## config.mk

```make
export PLATFORM = sky130hd
export DESIGN_NAME = qtmr_regs
export DESIGN_NICKNAME = d
export VERILOG_FILES = /design/src/qtmr_pkg.sv /design/src/qtmr_counter.sv /design/src/qtmr_regs.sv
export VERILOG_INCLUDE_DIRS = /design/src
export SDC_FILE = /design/constraint.sdc
export NUM_CORES = 1
export LEC_CHECK = 0
export BUFFER_PORTS_ARGS = -buffer_cell sky130_fd_sc_hd__clkbuf_2
export CAP_MARGIN = 30
export CORE_MARGIN = 1
export CORE_UTILIZATION = 25
export DETAILED_ROUTE_END_ITERATION = 8
export GPL_TIMING_DRIVEN = 0
export PLACE_DENSITY_LB_ADDON = 0.08
export SYNTH_ARGS = -nofsm -noshare
export SYNTH_HDL_FRONTEND = slang
export SYNTH_SLANG_ARGS = --single-unit
```

## constraint.sdc

```tcl
create_clock -name i_sys_clk -period 11.1 [get_ports i_sys_clk]
set_clock_uncertainty 0.2 [all_clocks]
set_input_delay 0 -clock i_sys_clk [delete_from_list [all_inputs] [get_ports i_sys_clk]]
set_output_delay 0 -clock i_sys_clk [all_outputs]
set_load 0.05 [all_outputs]
```

## src/qtmr_cfg.svh

```systemverilog
// constants of the quad timer output-enable and reload register block
`ifndef QTMR_CFG_SVH
`define QTMR_CFG_SVH
`define QTMR_IDX_CTRL 8'hC8
`define QTMR_IDX_MODE0 8'hC9
`define QTMR_IDX_MODE1 8'hCA
`define QTMR_IDX_OE 8'hCB
`define QTMR_IDX_A_LO 8'hCC
`define QTMR_IDX_A_HI 8'hCD
`define QTMR_IDX_B_LO 8'hCE
`define QTMR_IDX_B_HI 8'hCF
`define QTMR_IDX_C_LO 8'hD4
`define QTMR_IDX_C_HI 8'hD5
`define QTMR_IDX_D_LO 8'hD6
`define QTMR_IDX_D_HI 8'hD7
`define QTMR_RST_BYTE 8'h00
`define QTMR_RST_PIN_OE_N 8'hFF
`define QTMR_CTRL_RUN_LSB 0
`define QTMR_CTRL_FLAG_LSB 4
`define QTMR_MODE_LO_BIT 3
`define QTMR_MODE_HI_BIT 7
`define QTMR_PWM_TOP 16'hFFFF
`define QTMR_DIV_MASK0 10'h000
`define QTMR_DIV_MASK1 10'h001
`define QTMR_DIV_MASK2 10'h007
`define QTMR_DIV_MASK3 10'h00F
`define QTMR_DIV_MASK4 10'h03F
`define QTMR_DIV_MASK5 10'h07F
`define QTMR_DIV_MASK6 10'h1FF
`define QTMR_DIV_MASK7 10'h3FF
`endif

```

## src/qtmr_pkg.sv

```systemverilog
// types of the quad timer output-enable and reload register block
package qtmr_pkg;
  // per-channel settings handed to a counter
  typedef struct packed {
    logic run;
    logic mode;
    logic [2:0] psel;
    logic [15:0] reload;
  } qtmr_chan_cfg_t;
  // per-channel results from a counter
  typedef struct packed {
    logic wave1;
    logic wave2;
    logic evt;
  } qtmr_chan_st_t;
  typedef struct packed {
    logic [15:0] cnt;
    logic [9:0] pre;
    logic wave1;
    logic wave2;
    logic evt;
  } qtmr_cnt_state_t;
  typedef struct packed {
    logic [7:0] oe;
    logic [7:0][7:0] reload;
    logic [7:0] mode0;
    logic [7:0] mode1;
    logic [7:0] ctrl;
    logic [31:0] prdata;
    logic pready;
    logic pslverr;
    logic [7:0] pin;
    logic [7:0] pin_oe_n;
  } qtmr_top_state_t;
endpackage

```

## src/qtmr_counter.sv

```systemverilog
// one down-counting timer channel with prescaler, reload and pwm
`timescale 1ns/100ps
`default_nettype none
`include "qtmr_cfg.svh"
module qtmr_counter #(
  parameter int CNT_W = 16
) (
  input wire logic i_sys_clk,
  input wire logic i_reset_n,
  input wire qtmr_pkg::qtmr_chan_cfg_t i_cfg,
  output qtmr_pkg::qtmr_chan_st_t o_st
);
  qtmr_pkg::qtmr_cnt_state_t s_q;
  qtmr_pkg::qtmr_cnt_state_t s_d;
  logic [9:0] mask;
  logic tick;

  // the reload path is exactly two bytes wide
  if (CNT_W != 16)
  begin : g_bad_width
    $error("qtmr_counter serves only a 16-bit counter");
  end

  // prescaler mask per divider code
  always_comb
  begin
    case (i_cfg.psel)
      3'd0: mask = `QTMR_DIV_MASK0;
      3'd1: mask = `QTMR_DIV_MASK1;
      3'd2: mask = `QTMR_DIV_MASK2;
      3'd3: mask = `QTMR_DIV_MASK3;
      3'd4: mask = `QTMR_DIV_MASK4;
      3'd5: mask = `QTMR_DIV_MASK5;
      3'd6: mask = `QTMR_DIV_MASK6;
      default: mask = `QTMR_DIV_MASK7;
    endcase
  end

  assign tick = i_cfg.run && ((s_q.pre & mask) == mask);

  // counting: a stopped channel holds its start count, prescaler and outputs clear
  always_comb
  begin
    s_d = s_q;
    s_d.evt = 1'b0;
    if (!i_cfg.run)
    begin
      s_d.pre = 10'h000;
      s_d.cnt = i_cfg.mode ? `QTMR_PWM_TOP : i_cfg.reload;
      s_d.wave1 = 1'b0;
    end
    else
    begin
      s_d.pre = s_q.pre + 10'h001;
      if (tick)
      begin
        if (s_q.cnt == 16'h0000)
        begin
          s_d.evt = 1'b1;
          // reload value or the pwm top, per mode
          s_d.cnt = i_cfg.mode ? `QTMR_PWM_TOP : i_cfg.reload;
          if (!i_cfg.mode)
            s_d.wave1 = ~s_q.wave1;
        end
        else
          s_d.cnt = s_q.cnt - 16'h0001;
        // pwm: high while count is below the duty value
        if (i_cfg.mode)
          s_d.wave1 = (s_d.cnt < i_cfg.reload);
      end
    end
    s_d.wave2 = i_cfg.run & ~s_d.wave1;
  end

  always_ff @(posedge i_sys_clk)
  begin
    if (!i_reset_n)
      s_q <= '0;
    else
      s_q <= s_d;
  end

  assign o_st.wave1 = s_q.wave1;
  assign o_st.wave2 = s_q.wave2;
  assign o_st.evt = s_q.evt;

  a_zero_event: assert property (@(posedge i_sys_clk) disable iff (!i_reset_n)
    (tick && s_q.cnt == 16'h0000) |=> s_q.evt)
    else $error("zero count did not raise the event");

  a_stop_quiet: assert property (@(posedge i_sys_clk) disable iff (!i_reset_n)
    !i_cfg.run |=> (!s_q.wave1 && !s_q.wave2 && !s_q.evt))
    else $error("stopped channel still produces activity");

  a_auto_reload: assert property (@(posedge i_sys_clk) disable iff (!i_reset_n)
    (tick && !i_cfg.mode && s_q.cnt == 16'h0000) |=>
      s_q.cnt == $past(i_cfg.reload))
    else $error("auto-reload did not restore the reload value");

  a_pwm_duty: assert property (@(posedge i_sys_clk) disable iff (!i_reset_n)
    (tick && i_cfg.mode) |=>
      s_q.wave1 == (s_q.cnt < $past(i_cfg.reload)))
    else $error("pwm wave does not follow the duty value");

  c_reload_evt: cover property (@(posedge i_sys_clk) disable iff (!i_reset_n)
    !i_cfg.mode && s_q.evt);
  c_pwm_evt: cover property (@(posedge i_sys_clk) disable iff (!i_reset_n)
    i_cfg.mode && s_q.evt);
endmodule
`default_nettype wire

```

## src/qtmr_regs.sv

```systemverilog
// quad timer register file on apb with output enables and pin drive
//
// Our own choice: the APB interface to the registers.
`timescale 1ns/100ps
`default_nettype none
`include "qtmr_cfg.svh"
module qtmr_regs #(
  parameter int PADDR_W = 12
) (
  input wire logic i_sys_clk,
  input wire logic i_reset_n,
  input wire logic i_psel,
  input wire logic i_penable,
  input wire logic i_pwrite,
  input wire logic [PADDR_W-1:0] i_paddr,
  input wire logic [31:0] i_pwdata,
  input wire logic [3:0] i_pstrb,
  output logic [31:0] o_prdata,
  output logic o_pready,
  output logic o_pslverr,
  output logic [7:0] o_pin,
  output logic [7:0] o_pin_oe_n
);
  qtmr_pkg::qtmr_top_state_t s_q;
  qtmr_pkg::qtmr_top_state_t s_d;
  qtmr_pkg::qtmr_chan_cfg_t cfg [4];
  qtmr_pkg::qtmr_chan_st_t st [4];
  logic [7:0] idx;
  logic aligned;
  logic mapped;
  logic wr_done;
  logic [7:0] wbyte;
  logic [7:0] rbyte;
  logic [3:0] evt;
  logic [7:0] wave;

  // reset leaves every pin with its port function, enables all clear
  localparam qtmr_pkg::qtmr_top_state_t RST_STATE =
    '{pin_oe_n: `QTMR_RST_PIN_OE_N, default: '0};

  // index in bits 9:2 plus a must-be-zero field above it
  if (PADDR_W < 11)
  begin : g_bad_addr_w
    $error("qtmr_regs needs at least eleven address bits");
  end

  // word index, byte address is four times the index
  assign idx = i_paddr[9:2];
  assign aligned = (i_paddr[1:0] == 2'b00) &&
    (i_paddr[PADDR_W-1:10] == '0);
  assign wbyte = i_pwdata[7:0];
  assign wr_done = i_psel && i_penable && s_q.pready && i_pwrite &&
    i_pstrb[0] && mapped;

  // address decode and read mux
  always_comb
  begin
    mapped = aligned;
    rbyte = 8'h00;
    case (idx)
      `QTMR_IDX_CTRL: rbyte = s_q.ctrl;
      `QTMR_IDX_MODE0: rbyte = s_q.mode0;
      `QTMR_IDX_MODE1: rbyte = s_q.mode1;
      `QTMR_IDX_OE: rbyte = s_q.oe;
      `QTMR_IDX_A_LO: rbyte = s_q.reload[0];
      `QTMR_IDX_A_HI: rbyte = s_q.reload[1];
      `QTMR_IDX_B_LO: rbyte = s_q.reload[2];
      `QTMR_IDX_B_HI: rbyte = s_q.reload[3];
      `QTMR_IDX_C_LO: rbyte = s_q.reload[4];
      `QTMR_IDX_C_HI: rbyte = s_q.reload[5];
      `QTMR_IDX_D_LO: rbyte = s_q.reload[6];
      `QTMR_IDX_D_HI: rbyte = s_q.reload[7];
      default: mapped = 1'b0;
    endcase
  end

  // channel settings; each reload pair is high byte over low byte
  always_comb
  begin
    cfg[0].reload = {s_q.reload[1], s_q.reload[0]};
    cfg[1].reload = {s_q.reload[3], s_q.reload[2]};
    cfg[2].reload = {s_q.reload[5], s_q.reload[4]};
    cfg[3].reload = {s_q.reload[7], s_q.reload[6]};
    cfg[0].mode = s_q.mode0[`QTMR_MODE_LO_BIT];
    cfg[1].mode = s_q.mode0[`QTMR_MODE_HI_BIT];
    cfg[2].mode = s_q.mode1[`QTMR_MODE_LO_BIT];
    cfg[3].mode = s_q.mode1[`QTMR_MODE_HI_BIT];
    cfg[0].psel = s_q.mode0[2:0];
    cfg[1].psel = s_q.mode0[6:4];
    cfg[2].psel = s_q.mode1[2:0];
    cfg[3].psel = s_q.mode1[6:4];
    for (int c = 0; c < 4; c++)
      cfg[c].run = s_q.ctrl[`QTMR_CTRL_RUN_LSB + c];
  end

  // one counter per channel, waves land on pin pairs
  for (genvar g = 0; g < 4; g++)
  begin : g_chan
    qtmr_counter #(
      .CNT_W(16)
    ) u_cnt (
      .i_sys_clk(i_sys_clk),
      .i_reset_n(i_reset_n),
      .i_cfg(cfg[g]),
      .o_st(st[g])
    );
    assign evt[g] = st[g].evt;
    assign wave[2*g] = st[g].wave1;
    assign wave[2*g+1] = st[g].wave2;
  end

  // bus answer, register writes, flags and pin drive
  always_comb
  begin
    s_d = s_q;
    // one wait state so read data comes from a flop
    s_d.pready = i_psel && i_penable && !s_q.pready;
    s_d.pslverr = i_psel && i_penable && !s_q.pready && !mapped;
    s_d.prdata = (i_psel && i_penable && !s_q.pready && mapped && !i_pwrite) ?
      {24'h00_0000, rbyte} : 32'h0000_0000;
    if (wr_done)
    begin
      case (idx)
        `QTMR_IDX_CTRL: s_d.ctrl = wbyte;
        `QTMR_IDX_MODE0: s_d.mode0 = wbyte;
        `QTMR_IDX_MODE1: s_d.mode1 = wbyte;
        `QTMR_IDX_OE: s_d.oe = wbyte;
        // a write while the channel runs is not blocked: result undefined
        `QTMR_IDX_A_LO: s_d.reload[0] = wbyte;
        `QTMR_IDX_A_HI: s_d.reload[1] = wbyte;
        `QTMR_IDX_B_LO: s_d.reload[2] = wbyte;
        `QTMR_IDX_B_HI: s_d.reload[3] = wbyte;
        `QTMR_IDX_C_LO: s_d.reload[4] = wbyte;
        `QTMR_IDX_C_HI: s_d.reload[5] = wbyte;
        `QTMR_IDX_D_LO: s_d.reload[6] = wbyte;
        `QTMR_IDX_D_HI: s_d.reload[7] = wbyte;
        default: s_d.ctrl = s_q.ctrl;
      endcase
    end
    // a zero event beats a software clear in the same cycle
    s_d.ctrl[`QTMR_CTRL_FLAG_LSB +: 4] =
      s_d.ctrl[`QTMR_CTRL_FLAG_LSB +: 4] | evt;
    // disabled outputs release the pin and drive low
    s_d.pin_oe_n = ~s_d.oe;
    s_d.pin = wave & s_d.oe;
  end

  always_ff @(posedge i_sys_clk)
  begin
    if (!i_reset_n)
      s_q <= RST_STATE;
    else
      s_q <= s_d;
  end

  assign o_prdata = s_q.prdata;
  assign o_pready = s_q.pready;
  assign o_pslverr = s_q.pslverr;
  assign o_pin = s_q.pin;
  assign o_pin_oe_n = s_q.pin_oe_n;

  // per-pin enable check
  for (genvar p = 0; p < 8; p++)
  begin : g_pin_chk
    a_pin_gate: assert property (@(posedge i_sys_clk) disable iff (!i_reset_n)
      (o_pin_oe_n[p] == !s_q.oe[p]) && (!s_q.oe[p] -> !o_pin[p]))
      else $error("output pin driven while its enable is clear");
  end

  a_oe_chd_out2: assert property (@(posedge i_sys_clk) disable iff (!i_reset_n)
    (wr_done && idx == `QTMR_IDX_OE) |=> (o_pin_oe_n[7] == !$past(wbyte[7])))
    else $error("channel d out2 enable not applied");

  a_oe_chd_out1: assert property (@(posedge i_sys_clk) disable iff (!i_reset_n)
    !s_q.oe[6] |-> o_pin_oe_n[6] && !o_pin[6])
    else $error("channel d out1 driven while disabled");

  a_oe_chc_pair: assert property (@(posedge i_sys_clk) disable iff (!i_reset_n)
    (s_q.oe[5:4] == 2'b00) |-> (o_pin_oe_n[5:4] == 2'b11))
    else $error("channel c outputs driven while disabled");

  a_oe_chc_out1: assert property (@(posedge i_sys_clk) disable iff (!i_reset_n)
    s_q.oe[4] && st[2].wave1 |=> o_pin[4] || !$past(s_d.oe[4]))
    else $error("channel c out1 wave not passed to pin");

  a_oe_chb_pair: assert property (@(posedge i_sys_clk) disable iff (!i_reset_n)
    s_q.oe[3:2] == 2'b11 |-> o_pin_oe_n[3:2] == 2'b00)
    else $error("channel b outputs not driven while enabled");

  a_oe_chb_out1: assert property (@(posedge i_sys_clk) disable iff (!i_reset_n)
    $rose(s_q.oe[2]) |-> $fell(o_pin_oe_n[2]))
    else $error("channel b out1 enable edge not mirrored");

  a_oe_cha_out2: assert property (@(posedge i_sys_clk) disable iff (!i_reset_n)
    $fell(s_q.oe[1]) |-> $rose(o_pin_oe_n[1]) && !o_pin[1])
    else $error("channel a out2 not released on disable");

  a_oe_cha_out1: assert property (@(posedge i_sys_clk) disable iff (!i_reset_n)
    !s_q.oe[0] [*2] |-> !o_pin[0] && o_pin_oe_n[0])
    else $error("channel a out1 driven while disabled");

  a_reload_write: assert property (@(posedge i_sys_clk) disable iff (!i_reset_n)
    (wr_done && idx == `QTMR_IDX_A_LO) |=>
      cfg[0].reload[7:0] == $past(wbyte))
    else $error("channel a low reload byte not stored");

  a_reload_high: assert property (@(posedge i_sys_clk) disable iff (!i_reset_n)
    (wr_done && idx == `QTMR_IDX_D_HI) |=>
      cfg[3].reload[15:8] == $past(wbyte))
    else $error("channel d high reload byte not stored");

  a_flag_set: assert property (@(posedge i_sys_clk) disable iff (!i_reset_n)
    evt[1] |=> s_q.ctrl[`QTMR_CTRL_FLAG_LSB + 1])
    else $error("channel b flag not set by its event");

  a_bus_answer: assert property (@(posedge i_sys_clk) disable iff (!i_reset_n)
    (i_psel && i_penable && !o_pready) |=> o_pready)
    else $error("bus answer not given after one wait state");

  a_oe_keep: assert property (@(posedge i_sys_clk) disable iff (!i_reset_n)
    !(wr_done && idx == `QTMR_IDX_OE) |=> s_q.oe == $past(s_q.oe))
    else $error("output enables changed without a register write");

  a_flag_race: assert property (@(posedge i_sys_clk) disable iff (!i_reset_n)
    (evt[0] && wr_done && idx == `QTMR_IDX_CTRL) |=>
      s_q.ctrl[`QTMR_CTRL_FLAG_LSB])
    else $error("software clear beat a channel a zero event");

  a_read_reload: assert property (@(posedge i_sys_clk) disable iff (!i_reset_n)
    (i_psel && i_penable && !s_q.pready && !i_pwrite && aligned &&
      idx == `QTMR_IDX_B_HI) |=>
      o_prdata == {24'h00_0000, $past(s_q.reload[3])})
    else $error("channel b high reload byte read back wrong");

  c_pin_live: cover property (@(posedge i_sys_clk) disable iff (!i_reset_n)
    !o_pin_oe_n[0] && o_pin[0]);
  c_unmapped: cover property (@(posedge i_sys_clk) disable iff (!i_reset_n)
    o_pready && o_pslverr);
  c_flag_race: cover property (@(posedge i_sys_clk) disable iff (!i_reset_n)
    wr_done && idx == `QTMR_IDX_CTRL && evt != 4'h0);
endmodule
`default_nettype wire

```

After elaboration in Yosys (flattened, before gate mapping)
Index checks and enable logic that the tools add are counted.
- register bits after elaboration: 262
- latch bits: 0
- memory bits (writable): 0
- ROM bits: 0
- bits of input ports: 53
- memories: 0
- add/sub/neg operators: 8
- multiply operators: 0
- divide/modulo/power cells: 0
- order comparisons: 4
- equal/unequal tests: 44
- shift operators: 0
- muxes and demuxes: 59
- bitwise gates (word level): 19
- reduce and logical (&&, ||, !) cells: 48
- operator list (kind ; count):
    2-to-1 mux 16 bit ; 20
    one-hot mux 10 bit (7 select lines) ; 4
    2-to-1 mux 27 bit ; 4
    equality test 8 bit (second input constant) ; 12
    2-to-1 mux 8 bit ; 12
    2-to-1 mux 96 bit ; 1
    one-hot mux 8 bit (12 select lines) ; 1
    logical NOT 16 bit ; 4
    < comparator 16 bit ; 4
    subtractor 16 x 1 -> 16 bit (second input constant) ; 4
    adder 10 x 1 -> 10 bit (second input constant) ; 4
    AND 10 bit ; 4
    equality test 10 bit ; 4
    equality test 3 bit (second input constant) ; 12
    AND reduction 2 bit ; 16
    equality test 3 x 2 -> 1 bit (second input constant) ; 8
    2-to-1 mux 1 bit ; 17
    logical AND 1 bit ; 14
    equality test 3 x 1 -> 1 bit (second input constant) ; 4
    logical NOT 3 bit ; 4
    AND reduction 3 bit ; 4
    OR reduction 12 bit ; 1
    AND 8 bit ; 1
    inequality test 2 x 1 -> 1 bit (second input constant) ; 4
    6 further kinds ; 19

Logic depth before layout (Yosys ltp)
- depth in word-level cells: 13
- mapped depth: 16

By module
A second synthesis with hierarchy kept.
- cell total of the unflattened synthesis: 1834
- area, all modules: 14983.1 um2
- by module, submodules not included (module ; instances ; cells an instance ; area each (um2) ; sequential area each (um2)):
    qtmr_counter (g_chan[1].u_cnt ...) ; 3 ; 312 ; 2328.5 ; 580.6
    qtmr_regs ; 1 ; 587 ; 5706.7 ; 2442.3
    qtmr_counter (g_chan[0].u_cnt) ; 1 ; 311 ; 2290.9 ; 580.6

Worst setup path after synthesis
No wires, ideal clock.
- kind: register to register
- from: register g_chan[3].u_cnt.s_q[13] (netlist bit)
- to: register g_chan[3].u_cnt.s_q (netlist bit g_chan[3].u_cnt.o_st[1])
- arrival time: 3.412 ns
- required time: 10.839 ns
- slack: 7.427 ns
- cell stages (with the launch flop): 16
- path buffers: 3
- cells stage by stage: dfxtp_1 > inv_1 > ha_1 > or4b_2 > clkbuf_1 > or2_1 > buf_4 > buf_6 > mux2i_1 > ha_1 > a21oi_1 > o21ai_0 > a41oi_1 > or4_1 > o2111ai_1 > and4b_1
- cells in the longest elaborated chain, start to end: 10
- ends and longest elaborated chain (element ; RTL line ; RTL):
    start: declaration ; qtmr_counter.sv:13 ; qtmr_pkg::qtmr_cnt_state_t s_q;
    start signal: assignment ; qtmr_counter.sv:78 ; s_q <= '0;
    start signal: assignment ; qtmr_counter.sv:80 ; s_q <= s_d;
    subtractor 16 x 1 -> 16 bit / logical NOT 16 bit (equally long branches) ; qtmr_counter.sv:66, qtmr_counter.sv:57 ;
    2-to-1 mux 16 bit ; qtmr_counter.sv:57 ; if (s_q.cnt == 16'h0000)
    2-to-1 mux 16 bit ; qtmr_counter.sv:55 ; if (tick)
    2-to-1 mux 16 bit ; qtmr_counter.sv:46 ; if (!i_cfg.run)
    < comparator 16 bit ; qtmr_counter.sv:69 ; s_d.wave1 = (s_d.cnt < i_cfg.reload);
    2-to-1 mux 1 bit (*) ; qtmr_counter.sv:68 ; if (i_cfg.mode)
    2-to-1 mux 1 bit (*) ; qtmr_counter.sv:55 ;
    2-to-1 mux 27 bit (*) ; qtmr_counter.sv:46 ;
    inverter 1 bit (*) ; qtmr_counter.sv:72 ; s_d.wave2 = i_cfg.run & ~s_d.wave1;
    AND 1 bit (*) ; qtmr_counter.sv:72 ;
Every way passes the cells marked *; elsewhere a longest branch is shown, timed or not. The select of a mux whose other input is x is not followed.
A chain may end at the register's enable or synchronous reset.

Worst setup path in the final report
- from: register g_chan[3].u_cnt.s_q[17] (netlist bit)
- to: register g_chan[3].u_cnt.s_q (netlist bit g_chan[3].u_cnt.o_st[1])
Same word-level chain as after synthesis.

==> metrics.cfg <==
[run_status]
status=completed

[sta]
final.period_utilization_pct=40.8
hold-worst-slack_ns=0.0609
setup_violations=0
period_minus_slack_ns=4.53
timing.final.hold_violations=0
worst_slew_pin_slew_ns=1.05
timing.fmax_mhz=221
relSlewSlack_pct=29.3
rsz0062_at_grt=false
finalSetupTns_ns=0
drv_slew=0

[clock_tree]
clk_root_buffer_cell=clkbuf_16
cts_tree=built
clock_path_buffers=3
htreeDepth=1
cts_setup_buffers=0
clk_pin_slew_worst_paths_ns=0.06
clock_latency_ns=0.59
cts_buffers=31
cts.sinks=238

[job]
cap_violations=0

[drt]
post_drt_wl_per_cell_um=19.9
vias=13500
drtIter0Drc=957
vias_per_cell=4.94
drtPass1Iterations=5
routed_wl_um=54400
drc=0
ant_nets=0

[synth]
synth_common_cells=313 x nand2_1, 238 x dfxtp_1, 155 x a21oi_1
synth_most_common_cell=nand2_1
synth_cell_types=79
yosysTopAreaCell=dfxtp_1
synth_edf_count=0
avgSynthCellArea_um2=7.71
async_flop_share_pct=0
seq_area_frac_synth_pct=33.8
synth_flop_cell=dfxtp_1
ys_seq_elements=238
synthCells=1829
netlist_area_mm2=0.0141
synth.area.top_cells=dfxtp_1 34%, nand2_1 8.3%, ha_1 6.4%
ys.warnings.count=0
synth_top_area_share_pct=33.8

[floorplanning]
dieArea_mm2=0.0573
dieHeight_um=239
fp.dieW_um=239
ios=103
coreArea_mm2=0.0554
start_util_pct=25.4
rows=86

[critical_path]
cp-end-kind=flop
crit_path_start_kind=flop
worstPathArrival_ns=4.87
reg2reg_slack_ns=6.57
setup.worst_path.class=flop to flop
timing.rr.start=g_chan[3].u_cnt.s_q[17]
r2r_cells=14
worstPathMaxFanout=10
r2r-end=g_chan[3].u_cnt.o_st[1]
critPathRequiredTime_ns=11.43

[worst_hold_path]
min_path_type=primary input to flop
hold_start=i_pwdata[1]
hold_end=cfg[72]
min_path_cells=4

[power_and_ir_drop]
peakVddDrop_mv=0.119
power_leakage_uw=0.00631
powerDensity_mw_per_mm2=120
finalPower_uw=2010

[global_routing]
global_route.overflow_total=0
grtUsageTotal_pct=18.9
grt_pass1_wl_um=82100
antenna_found_initial=2
first_global_vias=13000
grt_start_max_net_pins=16

[finish]
drive_above_1_share_pct=10.7
nets=2093
syn_to_final_growth_pct=18.8
layout.cells.non_filler=2742
fin_area_mm2=0.0168

[place]
placed_cells=2657
hpwl_um=41100
place_area_mm2=0.0154
numPortBuffers=50
gp_congestion=0.887

-- area by class of cell --
class                   count  area, um2
fillers                  6003      38700
plain buffers             145        766
multi-input cells        1365       8270
flip-flops and latches    238       4760
well taps                 748        936
repair buffers             83        567
clock buffers              41        863
diodes                      3       7.51
inverters                 104        390
clock inverters            15        190
-- worst max-delay path, stage by stage, from the launching register on --
cell	delay, ns
dfxtp_1	0.30
clkbuf_1	0.19
nor4_2	0.71
nand4b_1	0.32
or2_1	0.28
buf_4	0.19
buf_6	0.17
mux2i_1	0.16
ha_1	0.31
a21oi_1	0.06
o21ai_0	0.33
a41oi_1	0.17
or4_1	0.59
o2111ai_1	0.26
and4b_1	0.23
-- placed cells by master, fill, tap and decap left out, types with 9 or more instances in the layout --
| master | Yosys | layout |
|---|---|---|
| nand2_1 | 313 | 313 |
| dfxtp_1 | 238 | 238 |
| a21oi_1 | 155 | 155 |
| nor2_1 | 152 | 152 |
| inv_1 | 102 | 102 |
| o21ai_0 | 99 | 99 |
| clkbuf_1 | 81 | 86 |
| ha_1 | 72 | 72 |
| nor3_1 | 62 | 62 |
| buf_4 | 50 | 53 |
| a31oi_1 | 50 | 50 |
| clkbuf_2 | 0 | 50 |
| mux2i_1 | 48 | 48 |
| nand3_1 | 33 | 33 |
| clkbuf_16 | 0 | 31 |
| xnor2_1 | 30 | 30 |
| xor2_1 | 29 | 29 |
| dlygate4sd3_1 | 0 | 25 |
| conb_1 | 1 | 24 |
| nand4_1 | 22 | 22 |
| nor4_1 | 21 | 20 |
| nand2b_1 | 15 | 15 |
| and2_1 | 14 | 14 |
| mux4_2 | 14 | 14 |
| or3_1 | 13 | 13 |
| or2_2 | 11 | 11 |
| and3_1 | 11 | 11 |
| o211ai_1 | 11 | 11 |
| nor3b_1 | 9 | 9 |
| or4_1 | 9 | 9 |
| nor2b_1 | 9 | 9 |
-- kinds of logic after synthesis --
kind of cell	after synthesis	synth area share [%]
flops	238	33.8
xor+xnor	59	3.67
fa+ha+maj	72	6.39
buf+inv	249	8.20
other cells	1	0.0266
simple gates	728	24.2
mux	63	5.72
compound gates	419	18.0
-- state kept, by name, summed over array words and instances, names as in the netlist --
name / cells
o_prdata: 8
s_q: 12
g_chan.u_cnt.o_st: 12
cfg: 84
g_chan.u_cnt.s_q: 104
o_pin: 8
o_pslverr: 1
o_pready: 1
o_pin_oe_n: 8
-- report_power, final --
group | switching, uW | internal, uW | leakage (uW)
clock | 427 | 636 | 0.000513
sequential | 0.223 | 854 | 0.00192
combinational | 65.1 | 22.0 | 0.00388
-- stage by stage --
stage	worst slack [ns]	util, %
finish	6.57	30.2
global route	6.34	30.2
CTS	6.55	30.2
detailed placement	6.58	27.9
global placement	6.58	27.7
floorplan	7.43	-
-- layer usage --
layer  up-vias  part of all wire (%)  track usage (%)
met5         -                     0                0
met4         0                   1.9             4.91
met3        48                   3.9             2.16
met2       270                    45             30.7
met1      6598                    49             26.4
li1       6630                     -                -
-- repair_timing --
action / CTS / global route
gates resized for setup: 0 / 0
hold buffers: 25 / 0
hold endpoints to repair: 116 / 0
-- how the worst max path moves through the flow --
stage | startpoint | to | slack, ns | cells after the start
after global routing | g_chan[0].u_cnt.s_q[15] | g_chan[0].u_cnt.o_st[2] | 6.34 | 13
after CTS | g_chan[3].u_cnt.s_q[17] | g_chan[3].u_cnt.o_st[1] | 6.55 | 14
after detailed placement | g_chan[3].u_cnt.s_q[17] | g_chan[3].u_cnt.o_st[1] | 6.58 | 14
final | g_chan[3].u_cnt.s_q[17] | g_chan[3].u_cnt.o_st[1] | 6.57 | 14
after global placement | g_chan[3].u_cnt.s_q[17] | g_chan[3].u_cnt.o_st[1] | 6.58 | 14
after floorplan | g_chan[3].u_cnt.s_q[13] | g_chan[3].u_cnt.o_st[1] | 7.43 | 15
Power figures use the tool's default switching activity.
